## src/inc/mpct_defines.vh

```
// Register map, field positions, modes and reset values of the timer
`ifndef MPCT_DEFINES_VH
`define MPCT_DEFINES_VH

`define MPCT_OFF_CTRL     8'h00
`define MPCT_OFF_PRESC    8'h04
`define MPCT_OFF_RELOAD   8'h08
`define MPCT_OFF_COUNT    8'h0C
`define MPCT_OFF_STATUS   8'h10
`define MPCT_OFF_CLEAR    8'h14
`define MPCT_OFF_IRQ_EN   8'h18
`define MPCT_OFF_DMA_EN   8'h1C
`define MPCT_OFF_CHMODE   8'h20
`define MPCT_OFF_DEADTIME 8'h24
`define MPCT_OFF_CMP0     8'h28
`define MPCT_OFF_CMP1     8'h2C
`define MPCT_OFF_CMP2     8'h30
`define MPCT_OFF_CMP3     8'h34

`define MPCT_CTRL_W       10
`define MPCT_CTRL_EN      0
`define MPCT_CTRL_DIR_LO  1
`define MPCT_CTRL_DIR_HI  2
`define MPCT_CTRL_OPM     3
`define MPCT_CTRL_FREEZE  4
`define MPCT_CTRL_SLV_LO  5
`define MPCT_CTRL_SLV_HI  6
`define MPCT_CTRL_TSEL    7
`define MPCT_CTRL_ENC     8
`define MPCT_CTRL_HALL    9
`define MPCT_DT_MOE       8

`define MPCT_DIR_UP       2'h0
`define MPCT_DIR_DOWN     2'h1
`define MPCT_DIR_CENTER   2'h2

`define MPCT_SLV_OFF      2'h0
`define MPCT_SLV_START    2'h1
`define MPCT_SLV_RESET    2'h2
`define MPCT_SLV_GATE     2'h3

`define MPCT_CH_FROZEN    3'h0
`define MPCT_CH_CAP_RISE  3'h1
`define MPCT_CH_CAP_FALL  3'h2
`define MPCT_CH_TOGGLE    3'h3
`define MPCT_CH_PWM1      3'h4
`define MPCT_CH_PWM2      3'h5
`define MPCT_CH_FORCE_LO  3'h6
`define MPCT_CH_FORCE_HI  3'h7

`define MPCT_VAR_MOTOR    0
`define MPCT_VAR_WIDE     1
`define MPCT_VAR_NARROW   2
`define MPCT_VAR_PLAIN1   3
`define MPCT_VAR_DUAL     4
`define MPCT_VAR_COMP_A   5
`define MPCT_VAR_COMP_B   6
`define MPCT_VAR_BASIC    7

`define MPCT_MASK16       32'h0000_FFFF
`define MPCT_MASK32       32'hFFFF_FFFF
`define MPCT_RST_PRESC    16'h0000
`define MPCT_RST_RELOAD   32'h0000_FFFF
`define MPCT_RST_ZERO     32'h0000_0000

`endif

```

## src/design/mpct_channel.v

```verilog
// One capture/compare channel: capture, compare, PWM and forced output
`timescale 1ns/1ns
`include "mpct_defines.vh"

module mpct_channel (
    input wire clock,
    input wire srst,
    input wire active,
    input wire tick,
    input wire [31:0] cnt,
    input wire [31:0] cmp,
    input wire [2:0] mode,
    input wire cap_in,
    output reg oc,
    output reg cap_evt,
    output reg match_evt
);
    reg cap_prev;
    wire rise = cap_in & ~cap_prev;
    wire fall = ~cap_in & cap_prev;
    wire hit = tick & (cnt == cmp);

    always @(posedge clock)
    begin
        if (srst)
        begin
            oc <= 1'b0;
            cap_prev <= 1'b0;
            cap_evt <= 1'b0;
            match_evt <= 1'b0;
        end
        else
        begin
            cap_prev <= cap_in;
            cap_evt <= active & (((mode == `MPCT_CH_CAP_RISE) & rise) | ((mode == `MPCT_CH_CAP_FALL) & fall));
            match_evt <= active & hit & (mode[2] | (mode == `MPCT_CH_TOGGLE) | (mode == `MPCT_CH_FROZEN));
            if (!active)
                oc <= 1'b0;
            else
            begin
                case (mode)
                    `MPCT_CH_TOGGLE: oc <= hit ? ~oc : oc;
                    // PWM1: compare above reload gives 100 %, zero gives 0 %; PWM2 gives the reverse
                    `MPCT_CH_PWM1: oc <= (cnt < cmp); // RQ5 RQ7
                    `MPCT_CH_PWM2: oc <= ~(cnt < cmp); // RQ5 RQ7
                    `MPCT_CH_FORCE_LO: oc <= 1'b0;
                    `MPCT_CH_FORCE_HI: oc <= 1'b1;
                    default: oc <= 1'b0;
                endcase
            end
        end
    end
endmodule // mpct_channel

```

## src/design/mpct_deadtime.v

```verilog
// Complementary output pair with dead time inserted on every edge
`timescale 1ns/1ns

module mpct_deadtime (
    input wire clock,
    input wire srst,
    input wire enable,
    input wire ref_in,
    input wire [7:0] dead,
    output reg out_p,
    output reg out_n
);
    reg ref_prev;
    reg [7:0] wait_cnt;

    always @(posedge clock)
    begin
        if (srst)
        begin
            ref_prev <= 1'b0;
            wait_cnt <= 8'h00;
            out_p <= 1'b0;
            out_n <= 1'b0;
        end
        else if (ref_in != ref_prev)
        begin
            // Both sides off before the other one turns on
            ref_prev <= ref_in;
            wait_cnt <= dead;
            out_p <= 1'b0; // RQ6
            out_n <= 1'b0; // RQ6
        end
        else if (wait_cnt != 8'h00)
            wait_cnt <= wait_cnt - 8'h01;
        else
        begin
            out_p <= enable & ref_prev;
            out_n <= enable & ~ref_prev;
        end
    end
endmodule // mpct_deadtime

```

## src/design/mpct_timer.v

```verilog
// Configurable capture/compare/PWM timer with AHB-Lite register slave
//
// Behaviour
// (RQ1) Widest variant 32-bit counter, others 16-bit
// (RQ2) 16-bit prescaler divides by 1 to 65536
// (RQ3) Full variants up/down/center; others up only
// (RQ4) Four channels: capture, compare, PWM, one-pulse
// (RQ5) PWM edge-aligned or center-aligned per timer
// (RQ6) Motor variant: complementary pairs with dead time
// (RQ7) Motor PWM duty from 0 to 100 %
// (RQ8) Debug halt freezes counter when enabled
// (RQ9) Trigger outputs and inputs chain timers together
// (RQ10) Four-channel variants raise own DMA requests
// (RQ11) General four-channel variants decode quadrature encoders
// (RQ12) General variants capture one to three hall sensors
// (RQ13) Single plain variant: one channel, no DMA
// (RQ14) Dual variant: two channels, one complementary output
// (RQ15) Dual and single-comp variants: complementary, own DMA
// (RQ16) Basic variant: 16-bit up time base, no channels
// (RQ17) Trigger output drives converter conversion trigger
// (RQ18) Reload at limit raises update flag; in encoder mode the counter wraps without one
// (RQ19) Channel capture or match sets flag, IRQ, DMA
`timescale 1ns/1ns
`include "mpct_defines.vh"

module mpct_timer #(
    parameter VARIANT = `MPCT_VAR_MOTOR
) (
    input wire clock,
    input wire srst,
    input wire hsel,
    input wire [31:0] haddr,
    input wire [1:0] htrans,
    input wire hwrite,
    input wire [2:0] hsize,
    input wire [31:0] hwdata,
    input wire hready,
    output reg hreadyout,
    output reg [31:0] hrdata,
    output reg hresp,
    input wire dbg_halt,
    input wire [1:0] trig_in,
    input wire [3:0] cap_in,
    output wire [3:0] ch_out,
    output wire [2:0] ch_out_n,
    output reg trig_out,
    output reg dac_trig,
    output reg [4:0] dma_req,
    output reg irq
);
    localparam [5:0] CNT_W = (VARIANT == `MPCT_VAR_WIDE) ? 6'd32 : 6'd16; // RQ1
    localparam [2:0] NUM_CH = (VARIANT <= `MPCT_VAR_NARROW) ? 3'd4 : // RQ4
        (VARIANT == `MPCT_VAR_DUAL) ? 3'd2 : // RQ14
        (VARIANT == `MPCT_VAR_BASIC) ? 3'd0 : 3'd1; // RQ13 RQ16
    localparam [1:0] NUM_N = (VARIANT == `MPCT_VAR_MOTOR) ? 2'd3 : // RQ6
        ((VARIANT >= `MPCT_VAR_DUAL) && (VARIANT <= `MPCT_VAR_COMP_B)) ? 2'd1 : 2'd0; // RQ15
    localparam HAS_UD = (VARIANT <= `MPCT_VAR_NARROW);
    localparam HAS_DMA = (VARIANT != `MPCT_VAR_PLAIN1);
    localparam HAS_ENC = (VARIANT == `MPCT_VAR_WIDE) || (VARIANT == `MPCT_VAR_NARROW);
    localparam [31:0] CNT_MASK = (CNT_W == 6'd32) ? `MPCT_MASK32 : `MPCT_MASK16;

    reg [`MPCT_CTRL_W-1:0] ctrl;
    reg [15:0] presc;
    reg [31:0] reload;
    reg [31:0] cnt;
    reg [4:0] status;
    reg [4:0] irq_en;
    reg [4:0] dma_en;
    reg [15:0] chmode;
    reg [8:0] deadtime;
    reg [31:0] cmp [0:3];
    reg [15:0] psc_cnt;
    reg dir_down;
    reg trig_prev;
    reg enc_a;
    reg enc_b;
    reg ap_valid;
    reg ap_write;
    reg [7:0] ap_addr;

    wire [3:0] oc;
    wire [3:0] cap_evt;
    wire [3:0] match_evt;
    wire [2:0] dt_p;
    wire [2:0] dt_n;

    // Mode decode, reduced to what each variant has
    wire [1:0] dir_mode = HAS_UD ? ctrl[`MPCT_CTRL_DIR_HI:`MPCT_CTRL_DIR_LO] : `MPCT_DIR_UP; // RQ3
    wire [1:0] slave = ctrl[`MPCT_CTRL_SLV_HI:`MPCT_CTRL_SLV_LO];
    wire enc_mode = HAS_ENC & ctrl[`MPCT_CTRL_ENC];
    wire hall_mode = HAS_ENC & ctrl[`MPCT_CTRL_HALL];
    wire trig_sel = ctrl[`MPCT_CTRL_TSEL] ? trig_in[1] : trig_in[0];
    wire trig_rise = trig_sel & ~trig_prev; // RQ9
    wire gate_ok = (slave != `MPCT_SLV_GATE) | trig_sel; // RQ9
    wire run = ctrl[`MPCT_CTRL_EN] & gate_ok & ~(dbg_halt & ctrl[`MPCT_CTRL_FREEZE]); // RQ8
    wire tick = run & ~enc_mode & (psc_cnt == presc); // RQ2
    wire at_top = (cnt >= reload);
    wire at_zero = (cnt == `MPCT_RST_ZERO);
    wire uev = tick & (((dir_mode == `MPCT_DIR_UP) & at_top) | ((dir_mode == `MPCT_DIR_DOWN) & at_zero) |
        ((dir_mode == `MPCT_DIR_CENTER) & ((~dir_down & at_top) | (dir_down & at_zero)))); // RQ18

    // Quadrature decoding on channel 0 and 1 inputs
    wire enc_step = run & enc_mode & ((cap_in[0] != enc_a) | (cap_in[1] != enc_b));
    wire enc_up = enc_a ^ cap_in[1]; // RQ11
    wire [3:0] cap_src = {cap_in[3:1], hall_mode ? (cap_in[0] ^ cap_in[1] ^ cap_in[2]) : cap_in[0]}; // RQ12

    // Bus decode
    wire ap_take = hsel & htrans[1] & hready;
    wire dp_wr = ap_valid & ap_write;
    wire [31:0] wdata_cnt = hwdata & CNT_MASK;
    wire [4:0] clr = (dp_wr && ap_addr == `MPCT_OFF_CLEAR) ? hwdata[4:0] : 5'h00;
    wire [4:0] ch_exist = {(NUM_CH > 3'd3), (NUM_CH > 3'd2), (NUM_CH > 3'd1), (NUM_CH > 3'd0), 1'b1};
    wire [4:0] events = {cap_evt | match_evt, uev} & ch_exist;

    genvar gi;
    generate
        for (gi = 0; gi < 4; gi = gi + 1)
        begin : g_ch
            mpct_channel u_ch (
                .clock(clock),
                .srst(srst),
                .active(gi < NUM_CH), // RQ4 RQ13 RQ14 RQ16
                .tick(tick | enc_step),
                .cnt(cnt),
                .cmp(cmp[gi]),
                .mode(chmode[gi*4+2:gi*4]),
                .cap_in(cap_src[gi]),
                .oc(oc[gi]),
                .cap_evt(cap_evt[gi]),
                .match_evt(match_evt[gi])
            );
        end
        for (gi = 0; gi < 3; gi = gi + 1)
        begin : g_dt
            mpct_deadtime u_dt (
                .clock(clock),
                .srst(srst),
                .enable((gi < NUM_N) & deadtime[`MPCT_DT_MOE]),
                .ref_in(oc[gi]),
                .dead(deadtime[7:0]),
                .out_p(dt_p[gi]),
                .out_n(dt_n[gi])
            );
            assign ch_out[gi] = (gi < NUM_N) ? dt_p[gi] : oc[gi]; // RQ6 RQ14 RQ15
            assign ch_out_n[gi] = dt_n[gi];
        end
    endgenerate
    assign ch_out[3] = oc[3];

    function [31:0] read_mux;
        input [7:0] addr;
        begin
            case (addr)
                `MPCT_OFF_CTRL: read_mux = {22'h00_0000, ctrl};
                `MPCT_OFF_PRESC: read_mux = {16'h0000, presc};
                `MPCT_OFF_RELOAD: read_mux = reload;
                `MPCT_OFF_COUNT: read_mux = cnt;
                `MPCT_OFF_STATUS: read_mux = {27'h000_0000, status};
                `MPCT_OFF_IRQ_EN: read_mux = {27'h000_0000, irq_en};
                `MPCT_OFF_DMA_EN: read_mux = {27'h000_0000, dma_en};
                `MPCT_OFF_CHMODE: read_mux = {16'h0000, chmode};
                `MPCT_OFF_DEADTIME: read_mux = {23'h00_0000, deadtime};
                `MPCT_OFF_CMP0: read_mux = cmp[0];
                `MPCT_OFF_CMP1: read_mux = cmp[1];
                `MPCT_OFF_CMP2: read_mux = cmp[2];
                `MPCT_OFF_CMP3: read_mux = cmp[3];
                default: read_mux = `MPCT_RST_ZERO;
            endcase
        end
    endfunction

    // AHB-Lite slave, zero wait states, always OKAY
    always @(posedge clock)
    begin
        if (srst)
        begin
            ap_valid <= 1'b0;
            ap_write <= 1'b0;
            ap_addr <= 8'h00;
            hrdata <= `MPCT_RST_ZERO;
            hreadyout <= 1'b1;
            hresp <= 1'b0;
        end
        else
        begin
            hreadyout <= 1'b1;
            hresp <= 1'b0;
            ap_valid <= ap_take;
            ap_write <= ap_take & hwrite;
            ap_addr <= {haddr[7:2], 2'b00};
            if (ap_take & ~hwrite)
                hrdata <= read_mux({haddr[7:2], 2'b00});
        end
    end

    // Software registers, capture loads, sticky flags
    integer k;
    always @(posedge clock)
    begin
        if (srst)
        begin
            ctrl <= {`MPCT_CTRL_W{1'b0}};
            presc <= `MPCT_RST_PRESC;
            reload <= `MPCT_RST_RELOAD & CNT_MASK;
            status <= 5'h00;
            irq_en <= 5'h00;
            dma_en <= 5'h00;
            chmode <= 16'h0000;
            deadtime <= 9'h000;
            for (k = 0; k < 4; k = k + 1)
                cmp[k] <= `MPCT_RST_ZERO;
        end
        else
        begin
            if (dp_wr)
            begin
                case (ap_addr)
                    `MPCT_OFF_CTRL: ctrl <= hwdata[`MPCT_CTRL_W-1:0];
                    `MPCT_OFF_PRESC: presc <= hwdata[15:0];
                    `MPCT_OFF_RELOAD: reload <= wdata_cnt;
                    `MPCT_OFF_IRQ_EN: irq_en <= hwdata[4:0];
                    `MPCT_OFF_DMA_EN: dma_en <= hwdata[4:0];
                    `MPCT_OFF_CHMODE: chmode <= hwdata[15:0];
                    `MPCT_OFF_DEADTIME: deadtime <= hwdata[8:0];
                    `MPCT_OFF_CMP0: cmp[0] <= wdata_cnt;
                    `MPCT_OFF_CMP1: cmp[1] <= wdata_cnt;
                    `MPCT_OFF_CMP2: cmp[2] <= wdata_cnt;
                    `MPCT_OFF_CMP3: cmp[3] <= wdata_cnt;
                    default: ;
                endcase
            end
            // Hardware start and one-pulse stop override a same-cycle write
            if (slave == `MPCT_SLV_START && trig_rise)
                ctrl[`MPCT_CTRL_EN] <= 1'b1; // RQ9
            if (uev && ctrl[`MPCT_CTRL_OPM])
                ctrl[`MPCT_CTRL_EN] <= 1'b0; // RQ4
            for (k = 0; k < 4; k = k + 1)
                if (cap_evt[k])
                    cmp[k] <= cnt; // RQ19
            status <= (status & ~clr) | events; // RQ18 RQ19
        end
    end

    // Prescaler and counter
    always @(posedge clock)
    begin
        if (srst)
        begin
            cnt <= `MPCT_RST_ZERO;
            psc_cnt <= 16'h0000;
            dir_down <= 1'b0;
            trig_prev <= 1'b0;
            enc_a <= 1'b0;
            enc_b <= 1'b0;
        end
        else
        begin
            trig_prev <= trig_sel;
            enc_a <= cap_in[0];
            enc_b <= cap_in[1];
            if (dp_wr && ap_addr == `MPCT_OFF_COUNT)
                cnt <= wdata_cnt;
            else if (slave == `MPCT_SLV_RESET && trig_rise)
            begin
                cnt <= `MPCT_RST_ZERO; // RQ9
                psc_cnt <= 16'h0000;
            end
            else if (enc_step)
            begin
                if (enc_up)
                    cnt <= at_top ? `MPCT_RST_ZERO : ((cnt + 32'h0000_0001) & CNT_MASK); // RQ11
                else
                    cnt <= at_zero ? reload : (cnt - 32'h0000_0001); // RQ11
            end
            else if (run & ~enc_mode)
            begin
                psc_cnt <= tick ? 16'h0000 : (psc_cnt + 16'h0001); // RQ2
                if (tick)
                begin
                    case (dir_mode)
                        `MPCT_DIR_UP: cnt <= at_top ? `MPCT_RST_ZERO : ((cnt + 32'h0000_0001) & CNT_MASK); // RQ18
                        `MPCT_DIR_DOWN: cnt <= at_zero ? reload : (cnt - 32'h0000_0001); // RQ18 RQ3
                        `MPCT_DIR_CENTER:
                        begin
                            // Turn around at both ends
                            if (reload == `MPCT_RST_ZERO)
                                cnt <= `MPCT_RST_ZERO;
                            else if (!dir_down && at_top)
                            begin
                                dir_down <= 1'b1; // RQ3 RQ5
                                cnt <= reload - 32'h0000_0001;
                            end
                            else if (dir_down && at_zero)
                            begin
                                dir_down <= 1'b0; // RQ3 RQ5
                                cnt <= 32'h0000_0001;
                            end
                            else
                                cnt <= dir_down ? (cnt - 32'h0000_0001) : (cnt + 32'h0000_0001);
                        end
                        default: cnt <= cnt;
                    endcase
                end
            end
        end
    end

    // Outputs toward other timers, converter, DMA and interrupt
    always @(posedge clock)
    begin
        if (srst)
        begin
            trig_out <= 1'b0;
            dac_trig <= 1'b0;
            dma_req <= 5'h00;
            irq <= 1'b0;
        end
        else
        begin
            trig_out <= uev; // RQ9
            dac_trig <= uev; // RQ16 RQ17
            dma_req <= HAS_DMA ? (status & dma_en) : 5'h00; // RQ10 RQ13 RQ15 RQ19
            irq <= |(status & irq_en); // RQ19
        end
    end
endmodule // mpct_timer

```

## config.mk

```make
export PLATFORM = sky130hd
export DESIGN_NAME = mpct_timer
export DESIGN_NICKNAME = d
export VERILOG_FILES = /design/src/design/mpct_channel.v /design/src/design/mpct_deadtime.v /design/src/design/mpct_timer.v
export VERILOG_INCLUDE_DIRS = /design/src /design/src/inc
export SDC_FILE = /design/constraint.sdc
export NUM_CORES = 1
export LEC_CHECK = 0
export ABC_AREA = 1
export BUFFER_PORTS_ARGS = -buffer_cell sky130_fd_sc_hd__buf_2
export CAP_MARGIN = 20
export CORE_MARGIN = 5
export CORE_UTILIZATION = 30
export DETAILED_ROUTE_END_ITERATION = 10
export MAX_ROUTING_LAYER = met4
export PLACE_DENSITY = 0.43
export SYNTH_ARGS = -nofsm -noshare
export SYNTH_HDL_FRONTEND = slang
export SYNTH_SLANG_ARGS = --single-unit
```

## constraint.sdc

```tcl
create_clock -name clock -period 4.6 [get_ports clock]
set_input_delay 1.38 -clock clock [delete_from_list [all_inputs] [get_ports clock]]
set_output_delay 1.38 -clock clock [all_outputs]
set_load 0.01 [all_outputs]
```

==> impl_metrics.env, run 1 <==
export IMPL_drt_iter0_markers=2159
export IMPL_antenna_found_initial=4
export IMPL_fill_cells=7970
export IMPL_multi_input_area_um2=12300
export IMPL_clockBufferDepth=3
export IMPL_seq_area_um2=8250
export IMPL_crit_arrival_ns=3.98
export IMPL_grt_pass1_vias=21500
export IMPL_cp_slowest_cell="dfxtp_1"
export IMPL_hold_path_class="register to register"
export IMPL_grt_overflow=0
export IMPL_fmax_mhz=288
export IMPL_syn_num_nets=3359
export IMPL_synth_sequential_area_ratio=0.365
export IMPL_fin_tns_setup_ns=0
export IMPL_critPathRequiredTime_ns=5.11
export IMPL_layout_common_cells="nand2_1, inv_1, nor2_1, a21oi_1, dfxtp_1"
export IMPL_post_route_period_util=0.755
export IMPL_crit_top_cell="nand2_1"
export IMPL_root_buffer="clkbuf_16"
export IMPL_cts_inserted_buffers=46
export IMPL_stdcell_area_um2=25700
export IMPL_cts_hold_buf=0
export IMPL_drv_slew=0
export IMPL_path_cells="ha_1 -> nand2_1 -> nand2_1 -> nand2_1 -> nand2_1 -> nand2_1 -> nand2_1 -> nand2_1 -> nand3_4 -> nand2_4 -> nand3_4 -> inv_1 -> nand2_1 -> nand2_1 -> nand2_1 -> a21oi_1"
export IMPL_worst_pin_slew_ns=0.990
export IMPL_powerDensity_nw_per_um2=313
export IMPL_grt_max_degree=100
export IMPL_row_count=100
export IMPL_skew_ns=0.0329
export IMPL_routed_via_density=5.30
export IMPL_preCtsSetupSlack_ns=1.05
export IMPL_synth_edf_count=112
export IMPL_routedWlPerCell_um=22.5
export IMPL_placed_cell_area_um2=24100
export IMPL_die_width_um=284
export IMPL_ant_nets=0
export IMPL_status="completed"
export IMPL_dr_pass1_iters=5
export IMPL_num_io_pins=130
export IMPL_cp_slowest_stage_delay_ns=0.78
export IMPL_nNetsFinal=3418
export IMPL_finalHoldViolations=0
export IMPL_syn_inst=3122
export IMPL_routed_wl_um=94400
export IMPL_place_hpwl_um=69600
export IMPL_htreeDepth=2
export IMPL_grt_pass1_wl_um=139000
export IMPL_area_delta_synth_final_pct=13.9
export IMPL_layout_drive_gt1_share=0.0814
export IMPL_layout_setup_ws_ns=1.13
export IMPL_critPathLaunchType="register"
export IMPL_clock_sinks=356
export IMPL_layout_commonest_cell="nand2_1"
export IMPL_die_area_um2=80800
export IMPL_clk_pin_slew_ns=0.07
export IMPL_maxCapViolCount=0
export IMPL_synth_warnings=0
export IMPL_total_power_w=0.00805
export IMPL_avgSynthCellArea_um2=7.23
export IMPL_cts_setup_buffers=0
export IMPL_core_um2=74600
export IMPL_numPortBuffers=81
export IMPL_ctsResizeCount=0
export IMPL_netlist_area_um2=22600
export IMPL_peakVddDrop_mv=0.234
export IMPL_crit_path_end_kind="register"
export IMPL_start_util=0.303
export IMPL_yosys_most_used_dff="dfxtp_1"
export IMPL_p_leak_nw=11.5
export IMPL_vias=22200
export IMPL_grt_usage=0.231
export IMPL_fin_crit_ns=3.47
export IMPL_die_height_um=284
export IMPL_rsz0062_at_grt="false"
export IMPL_setup_viol=0
export IMPL_ys_async_sr_fraction=0
export IMPL_crit_fanout=27
export IMPL_drc_errors=0
export IMPL_place_gp_congestion=0.900
export IMPL_cts_tree="done"
export IMPL_ys_ff_latch=356
export IMPL_maxSlewHeadroom=0.337
export IMPL_insertion_delay_ns=0.61
export IMPL_postLayoutCoreUtil=0.345
export IMPL_yosysUniqueCellTypes=61
export IMPL_crit_type="register to register"
## final timing paths
check / startpoint / end / slack [ns] / cells after the start
max: cnt[1]$_SDFFE_PP0P_ / cnt[21]$_SDFFE_PP0P_ / 1.13 / 16
min: hrdata[14]$_SDFFE_PP0P_ / hrdata[14]$_SDFFE_PP0P_ / 0.46 / 2
max reg2reg: cnt[1]$_SDFFE_PP0P_ / cnt[21]$_SDFFE_PP0P_ / 1.13 / 16
min reg2reg: hrdata[14]$_SDFFE_PP0P_ / hrdata[14]$_SDFFE_PP0P_ / 0.46 / 2
## cells in the mapped netlist (10+ instances only)
master	instances	area (um^2)
xnor2_1	17	149
a211oi_1	10	75.1
buf_4	14	105
dfxtp_1	244	4880
o21ai_0	159	796
o21a_1	17	128
buf_2	22	110
o22ai_1	131	820
nor2_1	339	1270
o31ai_1	18	135
edfxtp_1	112	3360
nor3_1	47	235
inv_1	369	1390
nand2_1	642	2410
clkbuf_1	86	323
o211ai_1	24	180
nand3_1	156	781
a21oi_1	299	1500
a221oi_1	12	105
nand4_1	54	338
ha_1	156	1950
xor2_1	65	569
buf_1	14	52.6
## power breakdown
part	internal [W]	leakage [nW]	total (W)	switching, W
Clock	0.00225	0.762	0.00378	0.00152
Sequential	0.00335	3.13	0.00343	0.0000721
Combinational	0.000302	7.56	0.000847	0.000545
Total	0.00591	11.5	0.00805	0.00214
## worst max-delay path, delay by kind of cell, from the launching register on
family | cells | cell delay, ns
compound gates | 1 | 0.12
buf+inv | 1 | 0.18
flops | 1 | 0.78
fa+ha+maj | 1 | 0.37
simple gates | 13 | 1.90
## metrics by stage
step / hold slack (ns) / std cells
detailed placement: 0.449 / 4102
floorplan: 0.430 / 3122
global placement: 0.446 / 4102
global route: 0.468 / 4191
finish: 0.460 / 4191
CTS: 0.458 / 4187
## per-layer routing
metal,part of all wire,vias to the layer above,wire (um),global-route usage
li1,-,10700,-,-
met1,0.46,10600,43100,0.317
met2,0.44,811,41200,0.349
met3,0.075,158,7050,0.0397
met4,0.032,0,3020,0.0700
met5,0,-,0,-
## cells by family after synthesis
group,count (synthesis),share of synthesized area
xor gates and xnor gates,82,0.0318
AOI/OAI and AO/OA,713,0.180
muxes,1,0.000443
other,2,0.000333
adders and majority gates,156,0.0865
and+or+nand+nor,1292,0.242
buffers and inverters,520,0.0929
DFF,356,0.365
## state kept, by name, indices dropped and copies added (netlist names), 3 cells and up
register / flops
dma_req: 5
irq_en: 5
g_ch.u_ch.cap_evt: 4
g_ch.u_ch.cap_prev: 4
g_ch.u_ch.oc: 4
ctrl: 10
reload: 16
status: 5
chmode: 16
cmp: 128
g_dt.u_dt.wait_cnt: 24
psc_cnt: 16
g_ch.u_ch.match_evt: 4
hrdata: 32
g_dt.u_dt.ref_prev: 3
cnt: 32
g_dt.u_dt.out_p: 3
presc: 16
ap_addr: 6
dma_en: 5
g_dt.u_dt.out_n: 3
deadtime: 9
## cell type report
| cell class | instances | share of cell area |
|---|---|---|
| Timing Repair Buffer | 154 | 0.0391 |
| Clock buffer | 68 | 0.0523 |
| Clock inverter | 17 | 0.00837 |
| Multi-Input combinational cell | 2246 | 0.477 |
| Sequential cell | 356 | 0.321 |
| Inverter | 377 | 0.0551 |
| Tap cell | 969 | 0.0471 |
| Antenna cell | 4 | 0.000389 |
No activity file was read; power rests on OpenSTA's default activity.
==> run 2, diff against run 1 <==
--- a/config.mk
+++ b/config.mk
@@ -6,7 +6,7 @@
 export SDC_FILE = /design/constraint.sdc
 export NUM_CORES = 1
 export LEC_CHECK = 0
-export ABC_AREA = 1
+export ABC_AREA = 0
 export BUFFER_PORTS_ARGS = -buffer_cell sky130_fd_sc_hd__buf_2
 export CAP_MARGIN = 20
 export CORE_MARGIN = 5
==> constraint.sdc (replaced) <==
create_clock -name clock -period 3.25 [get_ports clock]
set_input_delay 0.975 -clock clock [delete_from_list [all_inputs] [get_ports clock]]
set_output_delay 0.975 -clock clock [all_outputs]
set_load 0.01 [all_outputs]
==> impl_metrics.env, run 2 <==
export IMPL_status="completed"
export IMPL_placed_cell_area_um2=24400
export IMPL_ys_top_cells_by_count="nand2_1, dfxtp_1, a21oi_1"
export IMPL_routed_wl_um=90500
export IMPL_ctsResizeCount=0
export IMPL_start_util=0.304
export IMPL_switchingPower_w=0.00297
export IMPL_avgSynthCellArea_um2=8.35
export IMPL_finalHoldViolations=0
export IMPL_cts_inserted_buffers=46
export IMPL_yosysTopAreaCell="dfxtp_1"
export IMPL_cts_hold_buf=0
export IMPL_synth_sequential_area_ratio=0.379
export IMPL_crit_type="primary input to register"
export IMPL_comb_power_share=0.104
export IMPL_antenna_found_initial=3
export IMPL_crit_path_end_kind="register"
export IMPL_fmax_mhz=320
export IMPL_syn_num_nets=2846
export IMPL_clock_sinks=356
export IMPL_vias=20800
export IMPL_powerDensity_nw_per_um2=435
export IMPL_cp_slowest_cell="a2111oi_0"
export IMPL_fin_crit_ns=3.13
export IMPL_regMostFlops="cmp"
export IMPL_synth_most_common_cell="nand2_1"
export IMPL_grt_overflow=0
export IMPL_rsz0062_at_grt="false"
export IMPL_row_count=98
export IMPL_cts_setup_buffers=0
export IMPL_insertion_delay_ns=0.59
export IMPL_ys_async_sr_fraction=0
export IMPL_grt_max_degree=56
export IMPL_place_hpwl_um=67300
export IMPL_synth_warnings=0
export IMPL_skew_ns=0.0195
export IMPL_die_height_um=279
export IMPL_worst_pin_slew_ns=1.12
export IMPL_clk_pin_slew_ns=0.05
export IMPL_post_route_period_util=0.962
export IMPL_drc_errors=0
export IMPL_grt_pass1_wl_um=134000
export IMPL_grt_usage=0.230
export IMPL_cts_tree="done"
export IMPL_place_gp_congestion=0.932
export IMPL_drt_iter0_markers=2135
export IMPL_reg_top3="cmp (128), cnt (32), hrdata (32)"
export IMPL_ant_nets=0
export IMPL_largest_register_ffs=128
export IMPL_stdcell_area_um2=25900
export IMPL_peakVddDrop_mv=0.333
export IMPL_clockBufferDepth=3
export IMPL_seqPwrFrac=0.430
export IMPL_p_clk_frac=0.466
export IMPL_area_delta_synth_final_pct=19.0
export IMPL_yosysTopAreaCellShare=0.224
export IMPL_routed_via_density=5.56
export IMPL_yosys_most_used_dff="dfxtp_1"
export IMPL_core_um2=71700
export IMPL_layout_commonest_cell="nand2_1"
export IMPL_layout_common_cells="nand2_1, dfxtp_1, a21oi_1, nor2_1, buf_4"
export IMPL_routedWlPerCell_um=24.2
export IMPL_p_leak_nw=10.5
export IMPL_hold_path_class="register to register"
export IMPL_synth_edf_count=112
export IMPL_dr_pass1_iters=7
export IMPL_ys_ff_latch=356
export IMPL_cp_slowest_stage_delay_ns=0.90
export IMPL_setup_viol=0
export IMPL_nNetsFinal=2993
export IMPL_crit_arrival_ns=3.60
export IMPL_critPathLaunchType="primary input"
export IMPL_critPathRequiredTime_ns=3.72
export IMPL_layout_drive_gt1_share=0.143
export IMPL_grt_pass1_vias=20000
export IMPL_crit_top_cell="nor2_1"
export IMPL_htreeDepth=2
export IMPL_synthTopCellsByArea="dfxtp_1, edfxtp_1, ha_1, a21oi_1, nand2_1"
export IMPL_netlist_area_um2=21800
export IMPL_maxSlewHeadroom=0.231
export IMPL_intPower_w=0.00831
export IMPL_syn_inst=2609
export IMPL_die_width_um=279
export IMPL_maxCapViolCount=0
export IMPL_numPortBuffers=81
export IMPL_root_buffer="clkbuf_16"
export IMPL_path_cells="buf_2 -> nand2b_1 -> nor2_1 -> a222oi_1 -> o21ai_0 -> a2111oi_0 -> buf_4 -> a2bb2oi_1 -> nor2_1"
export IMPL_crit_fanout=10
export IMPL_yosysUniqueCellTypes=77
export IMPL_total_power_w=0.0113
export IMPL_switching_share=0.263
export IMPL_die_area_um2=78100
export IMPL_num_io_pins=130
export IMPL_drv_slew=0
export IMPL_fin_tns_setup_ns=0
[run 2: changes by cell type after synthesis, moves of 43 or more]
cell / delta
xor2_1: -43
o22ai_1: -111
a21oi_1: -68
clkbuf_1: +73
nor2_1: -121
nand2_1: -346
a22oi_1: +48
nand3_1: -97
inv_1: -192
mux2i_1: +46
[run 2: final cells by class]
cell class | count | area (um^2)
well taps | 950 | 1190
flip-flops and latches | 356 | 8250
repair buffers | 288 | 2080
clock inverters | 18 | 189
clock buffers | 66 | 1340
multi-input cells | 1885 | 12200
inverters | 179 | 672
diodes | 3 | 7.51
fillers | 7388 | 45800
[run 2: per-layer routing]
metal	vias to the layer above	share of wire	global-route usage	routed length, um
met5	-	0	-	0
met4	0	0.024	0.0515	2150
met3	126	0.055	0.0283	4980
met2	672	0.45	0.355	40500
met1	10300	0.47	0.326	42900
li1	9733	-	-	-
[run 2: final timing paths]
kind	from	end	slack, ns	depth (start not counted)
max	haddr[3]	hrdata[4]$_SDFFE_PP0P_	0.12	9
min	hrdata[2]$_SDFFE_PP0P_	hrdata[2]$_SDFFE_PP0P_	0.45	2
max reg2reg	cnt[27]$_SDFFE_PP0P_	cnt[16]$_SDFFE_PP0P_	0.17	10
min reg2reg	hrdata[2]$_SDFFE_PP0P_	hrdata[2]$_SDFFE_PP0P_	0.45	2
[run 2: worst max-delay path: cells and delay by family]
kind                   cells  cell delay, ns
and+or+nand+nor            3            0.55
AOI/OAI and AO/OA          4            1.53
buffers and inverters      2            0.54
[run 2: power by group through the flow]
stage | registers [W] | clock network (W) | logic [W]
floorplan | 0.00491 | 0 | 0.000858
global placement | 0.00494 | 0 | 0.00114
detailed placement | 0.00494 | 0 | 0.00116
CTS | 0.00485 | 0.00538 | 0.00117
global route | 0.00487 | 0.00556 | 0.00133
finish | 0.00485 | 0.00526 | 0.00117
[run 2: cell families (layout without fill, tap and decap cells)]
group / count (synthesis) / after routing / synth area share
AND/OR/NAND/NOR: 903 / 903 / 0.199
AO/OA/AOI/OAI: 686 / 686 / 0.205
buffers and inverters: 368 / 551 / 0.0658
flip-flops: 356 / 356 / 0.379
adder cells (fa/ha/maj): 156 / 156 / 0.0896
XOR/XNOR: 80 / 80 / 0.0322
multiplexers: 58 / 58 / 0.0299
other: 2 / 5 / 0.000345
[run 2: stage by stage]
stage	instances	hold slack [ns]	worst slack [ns]	util
4_1_cts	3742	0.455	0.163	0.361
3_5_place_dp	3658	0.444	-0.408	0.340
5_1_grt	3744	0.468	0.000943	0.361
2_1_floorplan	2609	0.423	0.151	-
3_3_place_gp	3658	0.441	-0.407	0.340
6_report	3745	0.453	0.123	0.361
